--- config.mk ---
export PLATFORM = sky130hd
export DESIGN_NAME = can_mailbox_status_flags
export DESIGN_NICKNAME = d
export VERILOG_FILES = /design/src/logic/can_flags_pkg.sv /design/src/logic/can_mailbox_status_flags.sv
export VERILOG_INCLUDE_DIRS = /design/src /design/src/logic
export SDC_FILE = /design/constraint.sdc
export NUM_CORES = 1
export LEC_CHECK = 0
export ABC_AREA = 0
export ABC_CLOCK_PERIOD_IN_PS = 3080
export BUFFER_PORTS_ARGS = -buffer_cell sky130_fd_sc_hd__buf_2
export CAP_MARGIN = 20
export CORE_ASPECT_RATIO = 1.4
export CORE_MARGIN = 5
export CORE_UTILIZATION = 50
export CTS_CLUSTER_DIAMETER = 60
export CTS_CLUSTER_SIZE = 10
export DETAILED_ROUTE_END_ITERATION = 7
export GPL_TIMING_DRIVEN = 1
export PLACE_DENSITY = 0.91
export SYNTH_ARGS = -nofsm -noshare
export SYNTH_HDL_FRONTEND = slang
export SYNTH_SLANG_ARGS = --single-unit
export TNS_END_PERCENT = 5
--- constraint.sdc ---
create_clock -name clk_in -period 3.08 [get_ports clk_in]
set_input_delay 0.77 -clock clk_in [delete_from_list [all_inputs] [get_ports clk_in]]
set_output_delay 0.77 -clock clk_in [all_outputs]
set_load 0.02 [all_outputs]
--- src/logic/can_flags_map.svh ---
`ifndef CAN_FLAGS_MAP_SVH
`define CAN_FLAGS_MAP_SVH

// register byte addresses
`define ABORT_ACK_OFS 8'h00
`define RX_COMPLETE_OFS 8'h04
`define REMOTE_REQUEST_OFS 8'h08
`define TX_WAIT_OFS 8'h0c
`define TX_CANCEL_OFS 8'h10
`define IRQ_STATUS_OFS 8'h14
`define IRQ_CLEAR_OFS 8'h18
`define IRQ_ENABLE_OFS 8'h1c
`define RX_SUMMARY_OFS 8'h20

// reset values and field layout
`define FLAGS_RST 16'h0000
`define MAILBOX0_BIT 8
`define NO_MAILBOX0_MASK 16'hfeff
`define TX_WAIT_RSVD_READ 16'h0100
`define EVT_RST 3'h0
`define EVT_ABORT_BIT 0
`define EVT_RX_BIT 1
`define EVT_REMOTE_BIT 2

// bus responses
`define RESP_OKAY 2'h0
`define RESP_SLVERR 2'h2

`endif

--- src/logic/can_flags_pkg.sv ---
`default_nettype none
package can_flags_pkg;
  typedef logic [15:0] flags_t;
  typedef enum logic [3:0] {
    SEL_ABORT = 4'h0,
    SEL_RX = 4'h1,
    SEL_REMOTE = 4'h2,
    SEL_TX_WAIT = 4'h3,
    SEL_TX_CANCEL = 4'h4,
    SEL_STATUS = 4'h5,
    SEL_CLEAR = 4'h6,
    SEL_ENABLE = 4'h7,
    SEL_SUMMARY = 4'h8,
    SEL_NONE = 4'hf
  } reg_sel_t;
endpackage
`default_nettype wire

--- src/logic/can_mailbox_status_flags.sv ---
// Register access over AXI4-Lite and the register addresses are this design's own decisions.
`default_nettype none
`include "can_flags_map.svh"
module can_mailbox_status_flags
  import can_flags_pkg::*;
(
  input wire logic clk_in,
  input wire logic srst_in,
  input wire logic [15:0] abort_done_in,
  input wire logic [15:0] tx_done_in,
  input wire logic [15:0] rx_done_in,
  input wire logic [15:0] rx_remote_in,
  output logic [15:0] transmit_wait_out,
  output logic [15:0] transmit_cancel_out,
  output logic rx_message_irq_out,
  output logic irq_out,
  input wire logic [7:0] s_axi_awaddr_in,
  input wire logic s_axi_awvalid_in,
  output logic s_axi_awready_out,
  input wire logic [31:0] s_axi_wdata_in,
  input wire logic [3:0] s_axi_wstrb_in,
  input wire logic s_axi_wvalid_in,
  output logic s_axi_wready_out,
  output logic [1:0] s_axi_bresp_out,
  output logic s_axi_bvalid_out,
  input wire logic s_axi_bready_in,
  input wire logic [7:0] s_axi_araddr_in,
  input wire logic s_axi_arvalid_in,
  output logic s_axi_arready_out,
  output logic [31:0] s_axi_rdata_out,
  output logic [1:0] s_axi_rresp_out,
  output logic s_axi_rvalid_out,
  input wire logic s_axi_rready_in
);

  function automatic reg_sel_t decode(input logic [7:0] a);
    case (a)
      `ABORT_ACK_OFS: decode = SEL_ABORT;
      `RX_COMPLETE_OFS: decode = SEL_RX;
      `REMOTE_REQUEST_OFS: decode = SEL_REMOTE;
      `TX_WAIT_OFS: decode = SEL_TX_WAIT;
      `TX_CANCEL_OFS: decode = SEL_TX_CANCEL;
      `IRQ_STATUS_OFS: decode = SEL_STATUS;
      `IRQ_CLEAR_OFS: decode = SEL_CLEAR;
      `IRQ_ENABLE_OFS: decode = SEL_ENABLE;
      `RX_SUMMARY_OFS: decode = SEL_SUMMARY;
      default: decode = SEL_NONE;
    endcase
  endfunction

  flags_t abort_ack_flags;
  flags_t rx_complete_flags;
  flags_t remote_request_flags;
  flags_t transmit_wait_bits;
  flags_t transmit_cancel_bits;
  flags_t abort_evt;
  flags_t rx_evt;
  flags_t remote_evt;
  flags_t tx_evt;
  flags_t next_abort;
  flags_t next_rx;
  flags_t next_remote;
  flags_t next_wait;
  flags_t next_cancel;
  flags_t wmask;
  logic [2:0] status;
  logic [2:0] enable;
  logic [2:0] next_status;
  logic [2:0] next_enable;
  logic [2:0] evt;
  logic aw_held;
  logic w_held;
  logic [7:0] waddr;
  logic [31:0] wdata;
  logic [3:0] wstrb;
  logic do_write;
  reg_sel_t wr_sel;

  // engine vectors are indexed by mailbox; registers put mailbox 0 at bit 8, 1-7 from bit 15 down, 8-15 from bit 0 up
  for (genvar m = 0; m < 16; m++)
  begin : g_map
    localparam int P = (m == 0) ? `MAILBOX0_BIT : ((m < 8) ? (16 - m) : (m - 8));
    assign abort_evt[P] = (m == 0) ? 1'b0 : abort_done_in[m];
    assign tx_evt[P] = (m == 0) ? 1'b0 : tx_done_in[m];
    assign rx_evt[P] = rx_done_in[m];
    assign remote_evt[P] = rx_done_in[m] & rx_remote_in[m];
  end

  // write channel: address and data taken in either order, one write in flight
  assign do_write = aw_held & w_held & ~s_axi_bvalid_out;
  assign wr_sel = decode(waddr);
  assign wmask = {{8{wstrb[1]}}, {8{wstrb[0]}}} & wdata[15:0];

  always_ff @(posedge clk_in)
  begin
    if (srst_in)
    begin
      s_axi_awready_out <= 1'b1;
      aw_held <= 1'b0;
      waddr <= 8'h00;
    end
    else if (s_axi_awvalid_in && s_axi_awready_out)
    begin
      s_axi_awready_out <= 1'b0;
      aw_held <= 1'b1;
      waddr <= s_axi_awaddr_in;
    end
    else if (do_write)
      aw_held <= 1'b0;
    else if (s_axi_bvalid_out && s_axi_bready_in)
      s_axi_awready_out <= 1'b1;
  end

  always_ff @(posedge clk_in)
  begin
    if (srst_in)
    begin
      s_axi_wready_out <= 1'b1;
      w_held <= 1'b0;
      wdata <= 32'h0000_0000;
      wstrb <= 4'h0;
    end
    else if (s_axi_wvalid_in && s_axi_wready_out)
    begin
      s_axi_wready_out <= 1'b0;
      w_held <= 1'b1;
      wdata <= s_axi_wdata_in;
      wstrb <= s_axi_wstrb_in;
    end
    else if (do_write)
      w_held <= 1'b0;
    else if (s_axi_bvalid_out && s_axi_bready_in)
      s_axi_wready_out <= 1'b1;
  end

  always_ff @(posedge clk_in)
  begin
    if (srst_in)
    begin
      s_axi_bvalid_out <= 1'b0;
      s_axi_bresp_out <= `RESP_OKAY;
    end
    else if (do_write)
    begin
      s_axi_bvalid_out <= 1'b1;
      s_axi_bresp_out <= (wr_sel == SEL_NONE) ? `RESP_SLVERR : `RESP_OKAY;
    end
    else if (s_axi_bready_in)
      s_axi_bvalid_out <= 1'b0;
  end

  // set is or-ed in after the clear so an event never gets lost
  always_comb
  begin
    next_abort = abort_ack_flags;
    next_rx = rx_complete_flags;
    next_remote = remote_request_flags;
    next_wait = transmit_wait_bits;
    next_enable = enable;
    next_status = status;
    if (do_write)
    begin
      unique case (wr_sel)
        SEL_ABORT: next_abort = abort_ack_flags & ~wmask;
        SEL_RX: next_rx = rx_complete_flags & ~wmask;
        SEL_REMOTE: next_remote = remote_request_flags & ~wmask;
        SEL_TX_WAIT: next_wait = transmit_wait_bits | wmask;
        SEL_CLEAR: next_status = status & ~wdata[2:0];
        SEL_ENABLE: next_enable = wdata[2:0];
        SEL_TX_CANCEL, SEL_STATUS, SEL_SUMMARY, SEL_NONE: ;
      endcase
    end
    next_abort = (next_abort | abort_evt) & `NO_MAILBOX0_MASK;
    next_rx = next_rx | rx_evt;
    next_remote = next_remote | remote_evt;
    next_wait = next_wait & ~(tx_evt | abort_evt) & `NO_MAILBOX0_MASK;
    next_status = next_status | evt;
  end

  // a cancel request only lives while its wait bit does
  always_comb
  begin
    next_cancel = transmit_cancel_bits;
    if (do_write && wr_sel == SEL_TX_CANCEL)
      next_cancel = transmit_cancel_bits | wmask;
    next_cancel = next_cancel & next_wait;
  end

  assign evt = {|remote_evt, |rx_evt, |abort_evt};

  always_ff @(posedge clk_in)
  begin
    if (srst_in)
    begin
      abort_ack_flags <= `FLAGS_RST;
      rx_complete_flags <= `FLAGS_RST;
      remote_request_flags <= `FLAGS_RST;
    end
    else
    begin
      abort_ack_flags <= next_abort;
      rx_complete_flags <= next_rx;
      remote_request_flags <= next_remote;
    end
  end

  always_ff @(posedge clk_in)
  begin
    if (srst_in)
    begin
      transmit_wait_bits <= `FLAGS_RST;
      transmit_cancel_bits <= `FLAGS_RST;
    end
    else
    begin
      transmit_wait_bits <= next_wait;
      transmit_cancel_bits <= next_cancel;
    end
  end

  assign transmit_wait_out = transmit_wait_bits;
  assign transmit_cancel_out = transmit_cancel_bits;

  // summary flag falls only with the last receive-complete bit
  always_ff @(posedge clk_in)
  begin
    if (srst_in)
      rx_message_irq_out <= 1'b0;
    else
      rx_message_irq_out <= (|rx_evt) | (rx_message_irq_out & (|next_rx));
  end

  always_ff @(posedge clk_in)
  begin
    if (srst_in)
    begin
      status <= `EVT_RST;
      enable <= `EVT_RST;
      irq_out <= 1'b0;
    end
    else
    begin
      status <= next_status;
      enable <= next_enable;
      irq_out <= |(next_status & next_enable);
    end
  end

  // read channel: data sampled at the edge that takes the address
  always_ff @(posedge clk_in)
  begin
    if (srst_in)
    begin
      s_axi_arready_out <= 1'b1;
      s_axi_rvalid_out <= 1'b0;
      s_axi_rdata_out <= 32'h0000_0000;
      s_axi_rresp_out <= `RESP_OKAY;
    end
    else if (s_axi_arvalid_in && s_axi_arready_out)
    begin
      s_axi_arready_out <= 1'b0;
      s_axi_rvalid_out <= 1'b1;
      s_axi_rresp_out <= `RESP_OKAY;
      s_axi_rdata_out <= 32'h0000_0000;
      unique case (decode(s_axi_araddr_in))
        SEL_ABORT: s_axi_rdata_out[15:0] <= abort_ack_flags;
        SEL_RX: s_axi_rdata_out[15:0] <= rx_complete_flags;
        SEL_REMOTE: s_axi_rdata_out[15:0] <= remote_request_flags;
        SEL_TX_WAIT: s_axi_rdata_out[15:0] <= transmit_wait_bits | `TX_WAIT_RSVD_READ;
        SEL_TX_CANCEL: s_axi_rdata_out[15:0] <= transmit_cancel_bits;
        SEL_STATUS: s_axi_rdata_out[2:0] <= status;
        SEL_CLEAR: ;
        SEL_ENABLE: s_axi_rdata_out[2:0] <= enable;
        SEL_SUMMARY: s_axi_rdata_out[0] <= rx_message_irq_out;
        SEL_NONE: s_axi_rresp_out <= `RESP_SLVERR;
      endcase
    end
    else if (s_axi_rvalid_out && s_axi_rready_in)
    begin
      s_axi_rvalid_out <= 1'b0;
      s_axi_arready_out <= 1'b1;
    end
  end
endmodule // can_mailbox_status_flags
`default_nettype wire

==> results of run 1 <==
==> registers in the layout (all words and copies together), names as in the netlist, 2 cells and up <==
register and cells:
remote_request_flags 16, rx_complete_flags 16, s_axi_rdata_out 16, wdata 16
abort_ack_flags 15, transmit_cancel_out 15, transmit_wait_out 15, waddr 8
enable 3, status 3, wstrb 2
==> cells in the mapped netlist (15+ instances only) <==
master	count
a21oi_1	96
nand2_1	102
nand4_1	15
dfxtp_1	136
buf_4	20
nand3_1	17
a31oi_1	18
nor2_1	71
mux2_2	16
clkbuf_1	40
o21ai_0	24
nor4_1	26
a22oi_1	17
nor2b_1	21
==> worst max-delay path by stage <==
stage | start | to | cells past startpoint | slack [ns]
after floorplan | s_axi_araddr_in[1] | s_axi_rdata_out[10]$_SDFFE_PP0P_ | 7 | 0.52
after global placement | s_axi_araddr_in[1] | s_axi_rdata_out[3]$_SDFFE_PP0P_ | 7 | 0.43
after detailed placement | s_axi_araddr_in[1] | s_axi_rdata_out[3]$_SDFFE_PP0P_ | 7 | 0.41
after CTS | s_axi_bvalid_out$_SDFFE_PP0P_ | rx_message_irq_out$_SDFF_PP0_ | 7 | 0.64
after global routing | waddr[2]$_SDFFE_PP0P_ | rx_message_irq_out$_SDFF_PP0_ | 6 | 0.45
final | waddr[2]$_SDFFE_PP0P_ | rx_message_irq_out$_SDFF_PP0_ | 6 | 0.52
==> routing by layer <==
metal	GRT usage, %	vias to the layer above	routed length (um)
li1	-	2793	-
met1	30.9	2757	6640
met2	42.5	405	9010
met3	5.70	88	1800
met4	17.6	0	1380
met5	0	-	0
==> placed cells by master (no fill, tap or decap), types with 3 or more instances in the layout <==
cell type and count:
nor3_1 7, nand3_1 17, clkinv_2 4, dfxtp_1 136, mux2_2 16, o21bai_1 3, nor2b_1 21, nor4_1 25
or4_1 3, conb_1 20, nand2_1 102, clkbuf_1 5, buf_4 15, nand4_1 15, o21ai_0 24, clkbuf_16 17
nand2b_1 4, a22oi_1 17, inv_1 5, mux2i_1 4, buf_2 156, nor2_1 71, a221oi_1 12, a31oi_1 18
a2bb2oi_1 12, a21oi_1 96, and2_1 9
==> worst reg2reg max path, cell delays in order (launching register included) <==
cell and delay, ns:
dfxtp_1 0.46, nor4b_2 0.60, nand4_1 0.18, a21oi_1 0.29
nand4_1 0.17, or4_1 0.44, o31a_1 0.30
==> cell type report <==
cell class	count	share of cell area, %
multi-input combinational	522	39.7
sequential	136	37.4
timing repair buffer	171	12.3
clock buffer	24	6.49
tap	147	2.53
clock inverter	8	1.32
inverter	5	0.258
==> power by group through the flow <==
stage	Sequential, mW	Clock, mW	Combinational, mW
3_5_place_dp	1.94	0	0.398
5_1_grt	1.91	2.04	0.445
3_3_place_gp	1.93	0	0.390
4_1_cts	1.90	1.96	0.403
2_1_floorplan	1.92	0	0.257
6_report	1.91	1.96	0.410
==> logic make-up after synthesis <==
group,count (synthesis)
multiplexers,21
AND/OR/NAND/NOR,288
other,1
buffers and inverters,72
AO/OA/AOI/OAI,193
flip-flops,136
==> through the flow <==
step	hold slack, ns	worst slack [ns]	power, mW
finish	0.458	0.523	4.28
global route	0.491	0.445	4.40
CTS	0.455	0.639	4.27
detailed placement	0.447	0.412	2.34
global placement	0.443	0.430	2.32
floorplan	0.432	0.523	2.18
==> impl_metrics.sql, run 1 <==
INSERT INTO impl_metrics (metric_group, metric, value, unit) VALUES
('outcome', 'status', 'complete, no violations', ''),
('sta', 'max_freq', '0.391', 'GHz'),
('grt', 'grt_pass1_vias', '5724', ''),
('layout', 'antenna-diode-count', '0', ''),
('synthesis', 'synth-async-reset-ratio', '0', '%'),
('routing', 'totalWireLength', '18800', 'um'),
('critical_path', 'critPathRequiredTime', '3.38', 'ns'),
('synthesis', 'synth_top_family_by_area', 'simple AND/OR/NAND/NOR gates', ''),
('grt', 'pin_count_of_the_biggest_net_entering_global_routing', '64', ''),
('place', 'instance_area_at_placement', '6700', 'um2'),
('place', 'dp.cells', '981', ''),
('power_and_ir_drop', 'worst_ir_drop_on_vdd', '0.000424', 'V'),
('routing', 'first_iter_violations', '673', ''),
('routing', 'detail-route-antenna-nets', '0', ''),
('critical_path', 'critical_setup_path_kind', 'register to register', ''),
('power_and_ir_drop', 'netSwitchingPower', '1.06', 'mW'),
('layout', 'area_growth_syn_to_layout', '23.7', '%'),
('cts', 'ctsHoldBuffers', '0', ''),
('sta', 'slew-limit-headroom', '49.9', '%'),
('sta', 'post-route-min-period', '2.56', 'ns'),
('power_and_ir_drop', 'p_int', '3.22', 'mW'),
('synthesis', 'synth_top_cell_by_area', 'dfxtp_1', ''),
('synthesis', 'dominantRegCellSynth', 'dfxtp_1', ''),
('power_and_ir_drop', 'power_leakage', '2.96', 'nW'),
('grt', 'antenna_found_initial', '0', ''),
('power_and_ir_drop', 'p_comb_share', '9.6', '%'),
('grt', 'grt_first_pass_wirelength', '29300', 'um'),
('cts', 'root_buffer', 'clkbuf_16', ''),
('critical_path', 'cp_max_fo', '8', ''),
('power_and_ir_drop', 'p_seq_share', '44.6', '%'),
('sta', 'rsz0062_at_grt', 'false', ''),
('critical_path', 'worstPathBufferInverterCount', '0', ''),
('grt', 'total_global_route_track_usage', '26.4', '%'),
('synthesis', 'synth-adder-area-share', '0', '%'),
('synthesis', 'yosysWarnings', '0', ''),
('routing', 'drc', '0', ''),
('layout', 'fin_util', '62.1', '%'),
('sta', 'clock_skew', '0.00782', 'ns'),
('cts', 'clock_tree.buffer_depth', '2', ''),
('hold_path', 'worst_hold_path.endpoint', 'wstrb[0]$_SDFFE_PP0P_', ''),
('floorplan', 'pin_count', '198', ''),
('power_and_ir_drop', 'power.share.switching', '24.8', '%'),
('synthesis', 'synth_area_per_cell', '8.27', 'um2'),
('synthesis', 'cells_taking_the_most_area_after_synthesis', 'dfxtp_1, a21oi_1, nand2_1', ''),
('critical_path', 'path_common_cell', 'nand4_1', ''),
('floorplan', 'row_count', '47', ''),
('cts', 'clk_transition_reported_paths', '0.06', 'ns'),
('synthesis', 'synth_enable_flop_cells', '0', ''),
('sta', 'final_hold_viol_count', '0', ''),
('power_and_ir_drop', 'pwr_density_cell', '588', 'nW/um2'),
('hold_path', 'hold_start', 'wstrb[0]$_SDFFE_PP0P_', ''),
('cts', 'cts-buffers-inserted', '17', ''),
('layout', 'final_cells', '1013', ''),
('cts', 'postCtsResizedCells', '0', ''),
('floorplan', 'die_h', '138', 'um'),
('layout', 'fin_nets', '976', ''),
('floorplan', 'initial_core_util', '50.3', '%'),
('synthesis', 'synth.mux.area_fraction', '4.13', '%'),
('critical_path', 'cp_top_family', 'simple AND/OR/NAND/NOR gates', ''),
('power_and_ir_drop', 'clock_power_share', '45.8', '%'),
('place', 'post-dp-hpwl', '13800', 'um'),
('critical_path', 'r2r-end', 'rx_message_irq_out$_SDFF_PP0_', ''),
('critical_path', 'startpoint_type', 'register', ''),
('cts', 'postCtsSetupRepairBufs', '0', ''),
('synthesis', 'post_synth_num_cell_types', '46', ''),
('cts', 'clk-insertion-delay-late', '0.41', 'ns'),
('critical_path', 'critical_path.endpoint_type', 'register', ''),
('cts', 'numClockSinks', '136', ''),
('critical_path', 'r2r_setup_slack', '0.52', 'ns'),
('routing', 'firstDrtPassIters', '6', ''),
('cts', 'ctsHtreeMaxLevel', '4', '');
No activity file was read; power rests on OpenSTA's default activity.
==> run 2: changes to the inputs <==
--- a/config.mk
+++ b/config.mk
@@ -6,18 +6,18 @@
 export SDC_FILE = /design/constraint.sdc
 export NUM_CORES = 1
 export LEC_CHECK = 0
-export ABC_AREA = 0
-export ABC_CLOCK_PERIOD_IN_PS = 3080
+export ABC_AREA = 1
+export ABC_CLOCK_PERIOD_IN_PS = 2600
 export BUFFER_PORTS_ARGS = -buffer_cell sky130_fd_sc_hd__buf_2
 export CAP_MARGIN = 20
 export CORE_ASPECT_RATIO = 1.4
 export CORE_MARGIN = 5
-export CORE_UTILIZATION = 50
+export CORE_UTILIZATION = 51
 export CTS_CLUSTER_DIAMETER = 60
 export CTS_CLUSTER_SIZE = 10
 export DETAILED_ROUTE_END_ITERATION = 7
 export GPL_TIMING_DRIVEN = 1
-export PLACE_DENSITY = 0.91
+export PLACE_DENSITY = 0.92
 export SYNTH_ARGS = -nofsm -noshare
 export SYNTH_HDL_FRONTEND = slang
 export SYNTH_SLANG_ARGS = --single-unit
==> constraint.sdc (replaced) <==
create_clock -name clk_in -period 2.6 [get_ports clk_in]
set_input_delay 0.65 -clock clk_in [delete_from_list [all_inputs] [get_ports clk_in]]
set_output_delay 0.65 -clock clk_in [all_outputs]
set_load 0.02 [all_outputs]
==> run 2 against run 1 <==
Clock power increased by 46%. Sequential share of layout area decreased by 2.2 points. Area after synthesis increased by 4.4%. Total power increased by 33%. Flip-flop and latch count unchanged. Combinational power increased by 38%. Synthesized cell count increased by 23%. Critical path depth increased by 6. Hold slack got worse by 0.0035 ns. Critical endpoint unchanged. Largest cell class unchanged. Highest routed layer unchanged.
==> impl_metrics.sql, run 2 <==
INSERT INTO impl_metrics (metric_group, metric, value, unit) VALUES
('layout', 'final_cells', '1191', ''),
('layout', 'multi_input_area', '2860', 'um2'),
('synthesis', 'yosysWarnings', '0', ''),
('layout', 'layout.cells.most_common_list', 'nand2_1, buf_2, dfxtp_1, nor2_1, o21ai_0', ''),
('layout', 'fin_nets', '1153', ''),
('grt', 'antenna_found_initial', '1', ''),
('critical_path', 'worstPathBufferInverterCount', '0', ''),
('synthesis', 'synth_largest_type_area_fraction', '44.3', '%'),
('place', 'post-place-ws', '0.402', 'ns'),
('cts', 'numClockSinks', '136', ''),
('synthesis', 'post_synth_most_frequent_cells', 'nand2_1, dfxtp_1, nor2_1', ''),
('critical_path', 'cp_max_fo', '16', ''),
('cts', 'cts-buffers-inserted', '17', ''),
('cts', 'root_buffer', 'clkbuf_16', ''),
('cts', 'postCtsSetupRepairBufs', '0', ''),
('sta', 'fin_setup_tns', '0', 'ns'),
('synthesis', 'syn-instance-count', '878', ''),
('cts', 'clock_tree.buffer_depth', '2', ''),
('synthesis', 'synth_top_cell_by_area', 'dfxtp_1', ''),
('synthesis', 'synth-async-reset-ratio', '0', '%'),
('place', 'instance_area_at_placement', '7000', 'um2'),
('synthesis', 'cells_taking_the_most_area_after_synthesis', 'dfxtp_1, nand2_1, o21ai_0', ''),
('cts', 'ctsHtreeMaxLevel', '4', ''),
('outcome', 'status', 'complete, no violations', ''),
('synthesis', 'synth_most_common_cell', 'nand2_1', ''),
('grt', 'grt_first_pass_wirelength', '30600', 'um'),
('floorplan', 'fp.coreArea', '11800', 'um2'),
('place', 'portbufs', '157', ''),
('place', 'gpl.final_weighted_congestion', '0.897', ''),
('grt', 'pin_count_of_the_biggest_net_entering_global_routing', '100', ''),
('flow_run', 'maxCapViolations', '0', ''),
('power_and_ir_drop', 'worst_ir_drop_on_vdd', '0.000580', 'V'),
('grt', 'grt_remaining_overflow', '0', ''),
('floorplan', 'die_h', '140', 'um'),
('routing', 'drc', '0', ''),
('critical_path', 'startpoint_type', 'register', ''),
('layout', 'seqCellArea', '2720', 'um2'),
('routing', 'firstDrtPassIters', '6', ''),
('power_and_ir_drop', 'pwr_density_cell', '738', 'nW/um2'),
('synthesis', 'synth_area_per_cell', '6.99', 'um2'),
('synthesis', 'post_synth_num_cell_types', '30', ''),
('place', 'dp.cells', '1158', ''),
('routing', 'wl_per_cell', '16.6', 'um'),
('synthesis', 'yosysSeqAreaShare', '44.3', '%'),
('cts', 'ctsHoldBuffers', '0', ''),
('grt', 'grt_pass1_vias', '6583', ''),
('sta', 'final_max_slew_viol_count', '0', ''),
('sta', 'post-route-min-period', '2.02', 'ns'),
('critical_path', 'critPathArrivalTime', '2.30', 'ns'),
('synthesis', 'mappedNetlistArea', '6140', 'um2'),
('sta', 'rsz0062_at_grt', 'false', ''),
('critical_path', 'cp_top_family', 'simple AND/OR/NAND/NOR gates', ''),
('layout', 'design_area', '7720', 'um2'),
('critical_path', 'path_common_cell', 'nand2_1', ''),
('floorplan', 'row_count', '47', ''),
('sta', 'max_freq', '0.496', 'GHz'),
('layout', 'layout.cells.most_common', 'nand2_1', ''),
('floorplan', 'floorplan.die_area', '14400', 'um2'),
('critical_path', 'critical_path.endpoint_type', 'register', ''),
('grt', 'total_global_route_track_usage', '26.9', '%'),
('synthesis', 'yosys_register_bits', '136', ''),
('floorplan', 'pin_count', '198', ''),
('critical_path', 'crit_path_cell_trace', 'nor2_1 > nand2_1 > nor2_4 > nand2_1 > nand2_1 > nand2_1 > nor2_1 > nand2_1 > nor2_1 > nand2_1 > nand2_1 > a21oi_1', ''),
('layout', 'drive_gt1_share', '20.4', '%'),
('critical_path', 'slowest_delay', '0.38', 'ns'),
('sta', 'post-route-worst-setup-slack', '0.583', 'ns'),
('sta', 'final_hold_viol_count', '0', ''),
('floorplan', 'die_w', '103', 'um'),
('synthesis', 'dominantRegCellSynth', 'dfxtp_1', ''),
('routing', 'detail-route-antenna-nets', '0', ''),
('layout', 'nFillCells', '964', ''),
('sta', 'tightestPinTransition', '0.652', 'ns'),
('sta', 'timing.final.crit_share', '77.6', '%'),
('hold_path', 'worst_hold_path_type', 'register to register', ''),
('routing', 'first_iter_violations', '746', ''),
('power_and_ir_drop', 'power_leakage', '3.49', 'nW'),
('layout', 'area_growth_syn_to_layout', '25.7', '%'),
('sta', 'timing.final.setup_violations', '0', ''),
('cts', 'clk-insertion-delay-late', '0.41', 'ns'),
('critical_path', 'critPathRequiredTime', '2.88', 'ns'),
('synthesis', 'synth_enable_flop_cells', '0', ''),
('sta', 'slew-limit-headroom', '56.4', '%'),
('cts', 'postCtsResizedCells', '0', ''),
('routing', 'totalWireLength', '19800', 'um'),
('cts', 'cts_tree', 'yes', ''),
('floorplan', 'initial_core_util', '52.0', '%'),
('routing', 'viasPerCell', '5.65', ''),
('place', 'post-dp-hpwl', '14300', 'um'),
('critical_path', 'critical_setup_path_kind', 'register to register', ''),
('cts', 'clk_transition_reported_paths', '0.06', 'ns'),
('critical_path', 'slowest_cell_on_the_critical_path', 'nor2_4', ''),
('routing', 'dr_total_vias', '6734', ''),
('sta', 'clock_skew', '0.00852', 'ns');
## run 2: cell types whose count changed after synthesis, sizes merged, moves of 16 or more
cell	delta
nand2	+59
nor4	-23
nor2	+31
mux2	-16
nand3	+60
o21ai	+72
a22oi	-17
nor2b	-21
nor3	+17
inv	+80
## run 2: path summary, 6_finish.rpt
check,from,endpoint,slack (ns),cells after the start
min,wdata[15]$_SDFFE_PP0P_,wdata[15]$_SDFFE_PP0P_,0.45,2
max reg2reg,waddr[7]$_SDFFE_PP0P_,rx_message_irq_out$_SDFF_PP0_,0.58,12
min reg2reg,wdata[15]$_SDFFE_PP0P_,wdata[15]$_SDFFE_PP0P_,0.45,2
max,waddr[7]$_SDFFE_PP0P_,rx_message_irq_out$_SDFF_PP0_,0.58,12
## run 2: stage by stage
step / hold slack, ns / total power, mW / util (%)
after global placement: 0.441 / 2.83 / 59.3
after detailed placement: 0.447 / 2.85 / 59.3
after CTS: 0.455 / 5.69 / 65.3
final: 0.454 / 5.69 / 65.3
after global routing: 0.475 / 5.86 / 65.3
after floorplan: 0.430 / 2.64 / -
## run 2: routing by layer
layer  GRT usage [%]  part of all wire (%)  up-vias  wire length [um]
li1                -                     -     3185                 -
met1            31.4                    36     2992              7160
met2            43.6                    47      470              9230
met3            6.61                    12       87              2300
met4            16.6                   5.5        0              1090
met5               0                     0        -                 0
## run 2: kinds of logic (layout without fill, tap and decap cells)
kind of cell / after synthesis / after routing / share of synthesized area, %
flops: 136 / 136 / 44.3
simple gates: 388 / 388 / 27.6
compound gates: 209 / 209 / 17.7
buf+inv: 144 / 290 / 10.3
other cells: 1 / 21 / 0.0611
## run 2: tightest hold or removal path, delay by kind of cell, from the launching register on
family	cells	cell delay, ns
AO/OA/AOI/OAI	1	0.05
buffers and inverters	1	0.06
flip-flops	1	0.29
## run 2: where the power goes
| part | switching (mW) | total [mW] | leakage (nW) | internal, mW |
|---|---|---|---|---|
| Clock | 0.900 | 2.87 | 0.342 | 1.97 |
| Sequential | 0.0645 | 2.26 | 1.12 | 2.19 |
| Combinational | 0.387 | 0.566 | 2.03 | 0.178 |
## run 2: final cells by class
cell class	instances	share of cell area, %
Multi-Input combinational cell	617	37.0
Sequential cell	136	35.3
Timing Repair Buffer	171	11.9
Clock buffer	20	6.05
Inverter	87	4.23
Clock inverter	12	3.16
Tap cell	147	2.38
Antenna cell	1	0.0324
==> run 3: changes to the inputs <==
--- a/config.mk
+++ b/config.mk
@@ -6,18 +6,18 @@
 export SDC_FILE = /design/constraint.sdc
 export NUM_CORES = 1
 export LEC_CHECK = 0
-export ABC_AREA = 1
-export ABC_CLOCK_PERIOD_IN_PS = 2600
+export ABC_AREA = 0
+export ABC_CLOCK_PERIOD_IN_PS = 1900
 export BUFFER_PORTS_ARGS = -buffer_cell sky130_fd_sc_hd__buf_2
 export CAP_MARGIN = 20
 export CORE_ASPECT_RATIO = 1.4
 export CORE_MARGIN = 5
-export CORE_UTILIZATION = 51
+export CORE_UTILIZATION = 50
 export CTS_CLUSTER_DIAMETER = 60
 export CTS_CLUSTER_SIZE = 10
 export DETAILED_ROUTE_END_ITERATION = 7
 export GPL_TIMING_DRIVEN = 1
-export PLACE_DENSITY = 0.92
+export PLACE_DENSITY = 0.91
 export SYNTH_ARGS = -nofsm -noshare
 export SYNTH_HDL_FRONTEND = slang
 export SYNTH_SLANG_ARGS = --single-unit
==> constraint.sdc (replaced) <==
create_clock -name clk_in -period 1.9 [get_ports clk_in]
set_input_delay 0.475 -clock clk_in [delete_from_list [all_inputs] [get_ports clk_in]]
set_output_delay 0.475 -clock clk_in [all_outputs]
set_load 0.02 [all_outputs]
==> run 3 against run 2 <==
The flow now finishes with violations (negative setup slack). Largest power group unchanged. Clock skew grew 0.0028 ns. Core utilization grew 5.1 points. Hold slack lost 0.24 ns. Non-clock buffer count increased by 89. Count of clock-buffer cells in the layout rose by 3. Global-route usage increased by 3.4 points. Routed wire length increased by 18%.
==> impl_metrics.sql, run 3 (synthesis results as in run 1) <==
INSERT INTO impl_metrics (metric_group, metric, value, unit) VALUES
('outcome', 'status', 'complete, but fails checks', ''),
('outcome', 'failing_checks', 'negative setup slack', ''),
('floorplan', 'die_w', '102', 'um'),
('sta', 'timing.final.crit_share', '123', '%'),
('grt', 'antenna_found_initial', '0', ''),
('routing', 'detail-route-antenna-nets', '0', ''),
('floorplan', 'floorplan.die_area', '14100', 'um2'),
('cts', 'cts-buffers-inserted', '17', ''),
('sta', 'post-route-min-period', '2.33', 'ns'),
('critical_path', 'critPathRequiredTime', '2.21', 'ns'),
('power_and_ir_drop', 'worst_ir_drop_on_vdd', '0.000691', 'V'),
('hold_path', 'worst_hold_path_type', 'input pin to register', ''),
('layout', 'area_growth_syn_to_layout', '40.2', '%'),
('floorplan', 'fp.coreArea', '11700', 'um2'),
('floorplan', 'initial_core_util', '50.3', '%'),
('routing', 'wl_per_cell', '21.2', 'um'),
('routing', 'firstDrtPassIters', '6', ''),
('cts', 'root_buffer', 'clkbuf_16', ''),
('cts', 'cts_tree', 'yes', ''),
('place', 'gpl.final_weighted_congestion', '0.978', ''),
('layout', 'layout.cells.most_common_list', 'buf_2, dfxtp_1, nand2_1, buf_4, a21oi_1', ''),
('layout', 'antenna-diode-count', '0', ''),
('critical_path', 'critPathArrivalTime', '2.64', 'ns'),
('flow_run', 'maxCapViolations', '0', ''),
('cts', 'clk_transition_reported_paths', '0.06', 'ns'),
('place', 'post-dp-hpwl', '15000', 'um'),
('sta', 'timing.final.setup_violations', '41', ''),
('floorplan', 'die_h', '138', 'um'),
('grt', 'pin_count_of_the_biggest_net_entering_global_routing', '53', ''),
('routing', 'viasPerCell', '6.25', ''),
('sta', 'slew-limit-headroom', '57.7', '%'),
('layout', 'final_cells', '1101', ''),
('grt', 'grt_first_pass_wirelength', '33500', 'um'),
('sta', 'final_max_slew_viol_count', '0', ''),
('power_and_ir_drop', 'pwr_density_cell', '874', 'nW/um2'),
('place', 'portbufs', '157', ''),
('sta', 'final_hold_viol_count', '0', ''),
('cts', 'ctsHtreeMaxLevel', '4', ''),
('power_and_ir_drop', 'power_leakage', '3.43', 'nW'),
('place', 'instance_area_at_placement', '7310', 'um2'),
('cts', 'clk-insertion-delay-late', '0.43', 'ns'),
('critical_path', 'critical_path.endpoint_type', 'register', ''),
('critical_path', 'startpoint_type', 'register', ''),
('critical_path', 'cp_max_fo', '5', ''),
('floorplan', 'row_count', '47', ''),
('cts', 'numClockSinks', '136', ''),
('routing', 'first_iter_violations', '880', ''),
('grt', 'grt_remaining_overflow', '0', ''),
('grt', 'total_global_route_track_usage', '30.4', '%'),
('sta', 'max_freq', '0.429', 'GHz'),
('sta', 'rsz0062_at_grt', 'true', ''),
('place', 'dp.cells', '1056', ''),
('cts', 'clock_tree.buffer_depth', '2', ''),
('layout', 'fin_nets', '1065', ''),
('sta', 'clock_skew', '0.0114', 'ns'),
('routing', 'dr_total_vias', '6880', ''),
('layout', 'layout.cells.most_common', 'buf_2', ''),
('floorplan', 'pin_count', '198', ''),
('critical_path', 'critical_setup_path_kind', 'register to register', ''),
('layout', 'drive_gt1_share', '37.2', '%'),
('routing', 'totalWireLength', '23300', 'um'),
('grt', 'grt_pass1_vias', '6699', ''),
('layout', 'design_area', '8240', 'um2'),
('sta', 'post-route-worst-setup-slack', '-0.433', 'ns'),
('sta', 'tightestPinTransition', '0.632', 'ns'),
('routing', 'drc', '0', ''),
('layout', 'nFillCells', '789', '');
-- run 3: cell count changes in the layout (fill, tap and decap cells not counted), moves of 15 or more --
cell     before  now
nand2_1     160  101
nor4_2        0   15
o21ai_0      94    5
nor2_1       99   70
buf_4        12   95
o21ai_1       2   18
inv_1        84    5
nand3_1      77   13
a22oi_1       0   17
nor2b_1       0   19
-- run 3: path summary, 6_finish.rpt --
check / start / cells past startpoint / endpoint / slack [ns]
max: waddr[7]$_SDFFE_PP0P_ / 8 / rx_message_irq_out$_SDFF_PP0_ / -0.43
min: tx_done_in[6] / 2 / transmit_wait_out[10]$_SDFF_PP0_ / 0.22
max reg2reg: waddr[7]$_SDFFE_PP0P_ / 8 / rx_message_irq_out$_SDFF_PP0_ / -0.43
min reg2reg: wstrb[1]$_SDFFE_PP0P_ / 2 / wstrb[1]$_SDFFE_PP0P_ / 0.46
-- run 3: stage by stage --
| step | setup WS (ns) | total power, mW | util [%] | setup TNS [ns] | hold WS (ns) |
|---|---|---|---|---|---|
| 3_5_place_dp | -0.275 | 3.92 | 62.5 | -12.74 | 0.453 |
| 2_1_floorplan | -0.228 | 3.54 | - | -6.47 | 0.432 |
| 5_1_grt | -0.483 | 7.37 | 70.4 | -8.80 | 0.223 |
| 3_3_place_gp | -0.212 | 3.89 | 62.5 | -6.47 | 0.444 |
| 6_report | -0.433 | 7.20 | 70.4 | -4.44 | 0.216 |
| 4_1_cts | -0.318 | 7.06 | 69.0 | -3.13 | 0.211 |
-- run 3: worst max-delay path, cell delays in order, from the launching register on --
cell     delay, ns
dfxtp_2       0.33
nor4_4        0.29
buf_4         0.18
buf_4         0.10
nand4_1       0.13
a21oi_1       0.35
nand4_1       0.16
or4_4         0.43
o31a_1        0.25
-- run 3: area by class of cell --
cell class | instances | area (um2) | share of cell area, %
Tap cell | 147 | 184 | 2.23
Timing Repair Buffer | 260 | 1630 | 19.8
Clock buffer | 23 | 478 | 5.80
Clock inverter | 8 | 72.6 | 0.880
Multi-Input combinational cell | 522 | 3130 | 38.0
Inverter | 5 | 18.8 | 0.228
Sequential cell | 136 | 2730 | 33.1
-- run 3: power by group --
part	total [mW]	internal, mW	switching (mW)	leakage [nW]
logic	1.01	0.434	0.572	2.05
registers	3.08	2.98	0.0972	1.12
clock network	3.12	1.88	1.23	0.265
-- run 3: timing repair --
action	in CTS	in global routing
setup buffers	10	3
endpoints found under the hold margin	0	0
endpoints found under the setup margin	66	77
pin swaps	28	8
hold buffers	0	0
resized for setup	49	28
cloned	1	0
-- run 3: metal layers --
| metal | global-route usage (%) | share of wire, % | vias up |
|---|---|---|---|
| met5 | 0 | 0 | - |
| met1 | 33.3 | 32 | 3118 |
| met2 | 49.5 | 48 | 613 |
| met3 | 8.57 | 12 | 178 |
| li1 | - | - | 2971 |
| met4 | 21.1 | 8.1 | 0 |
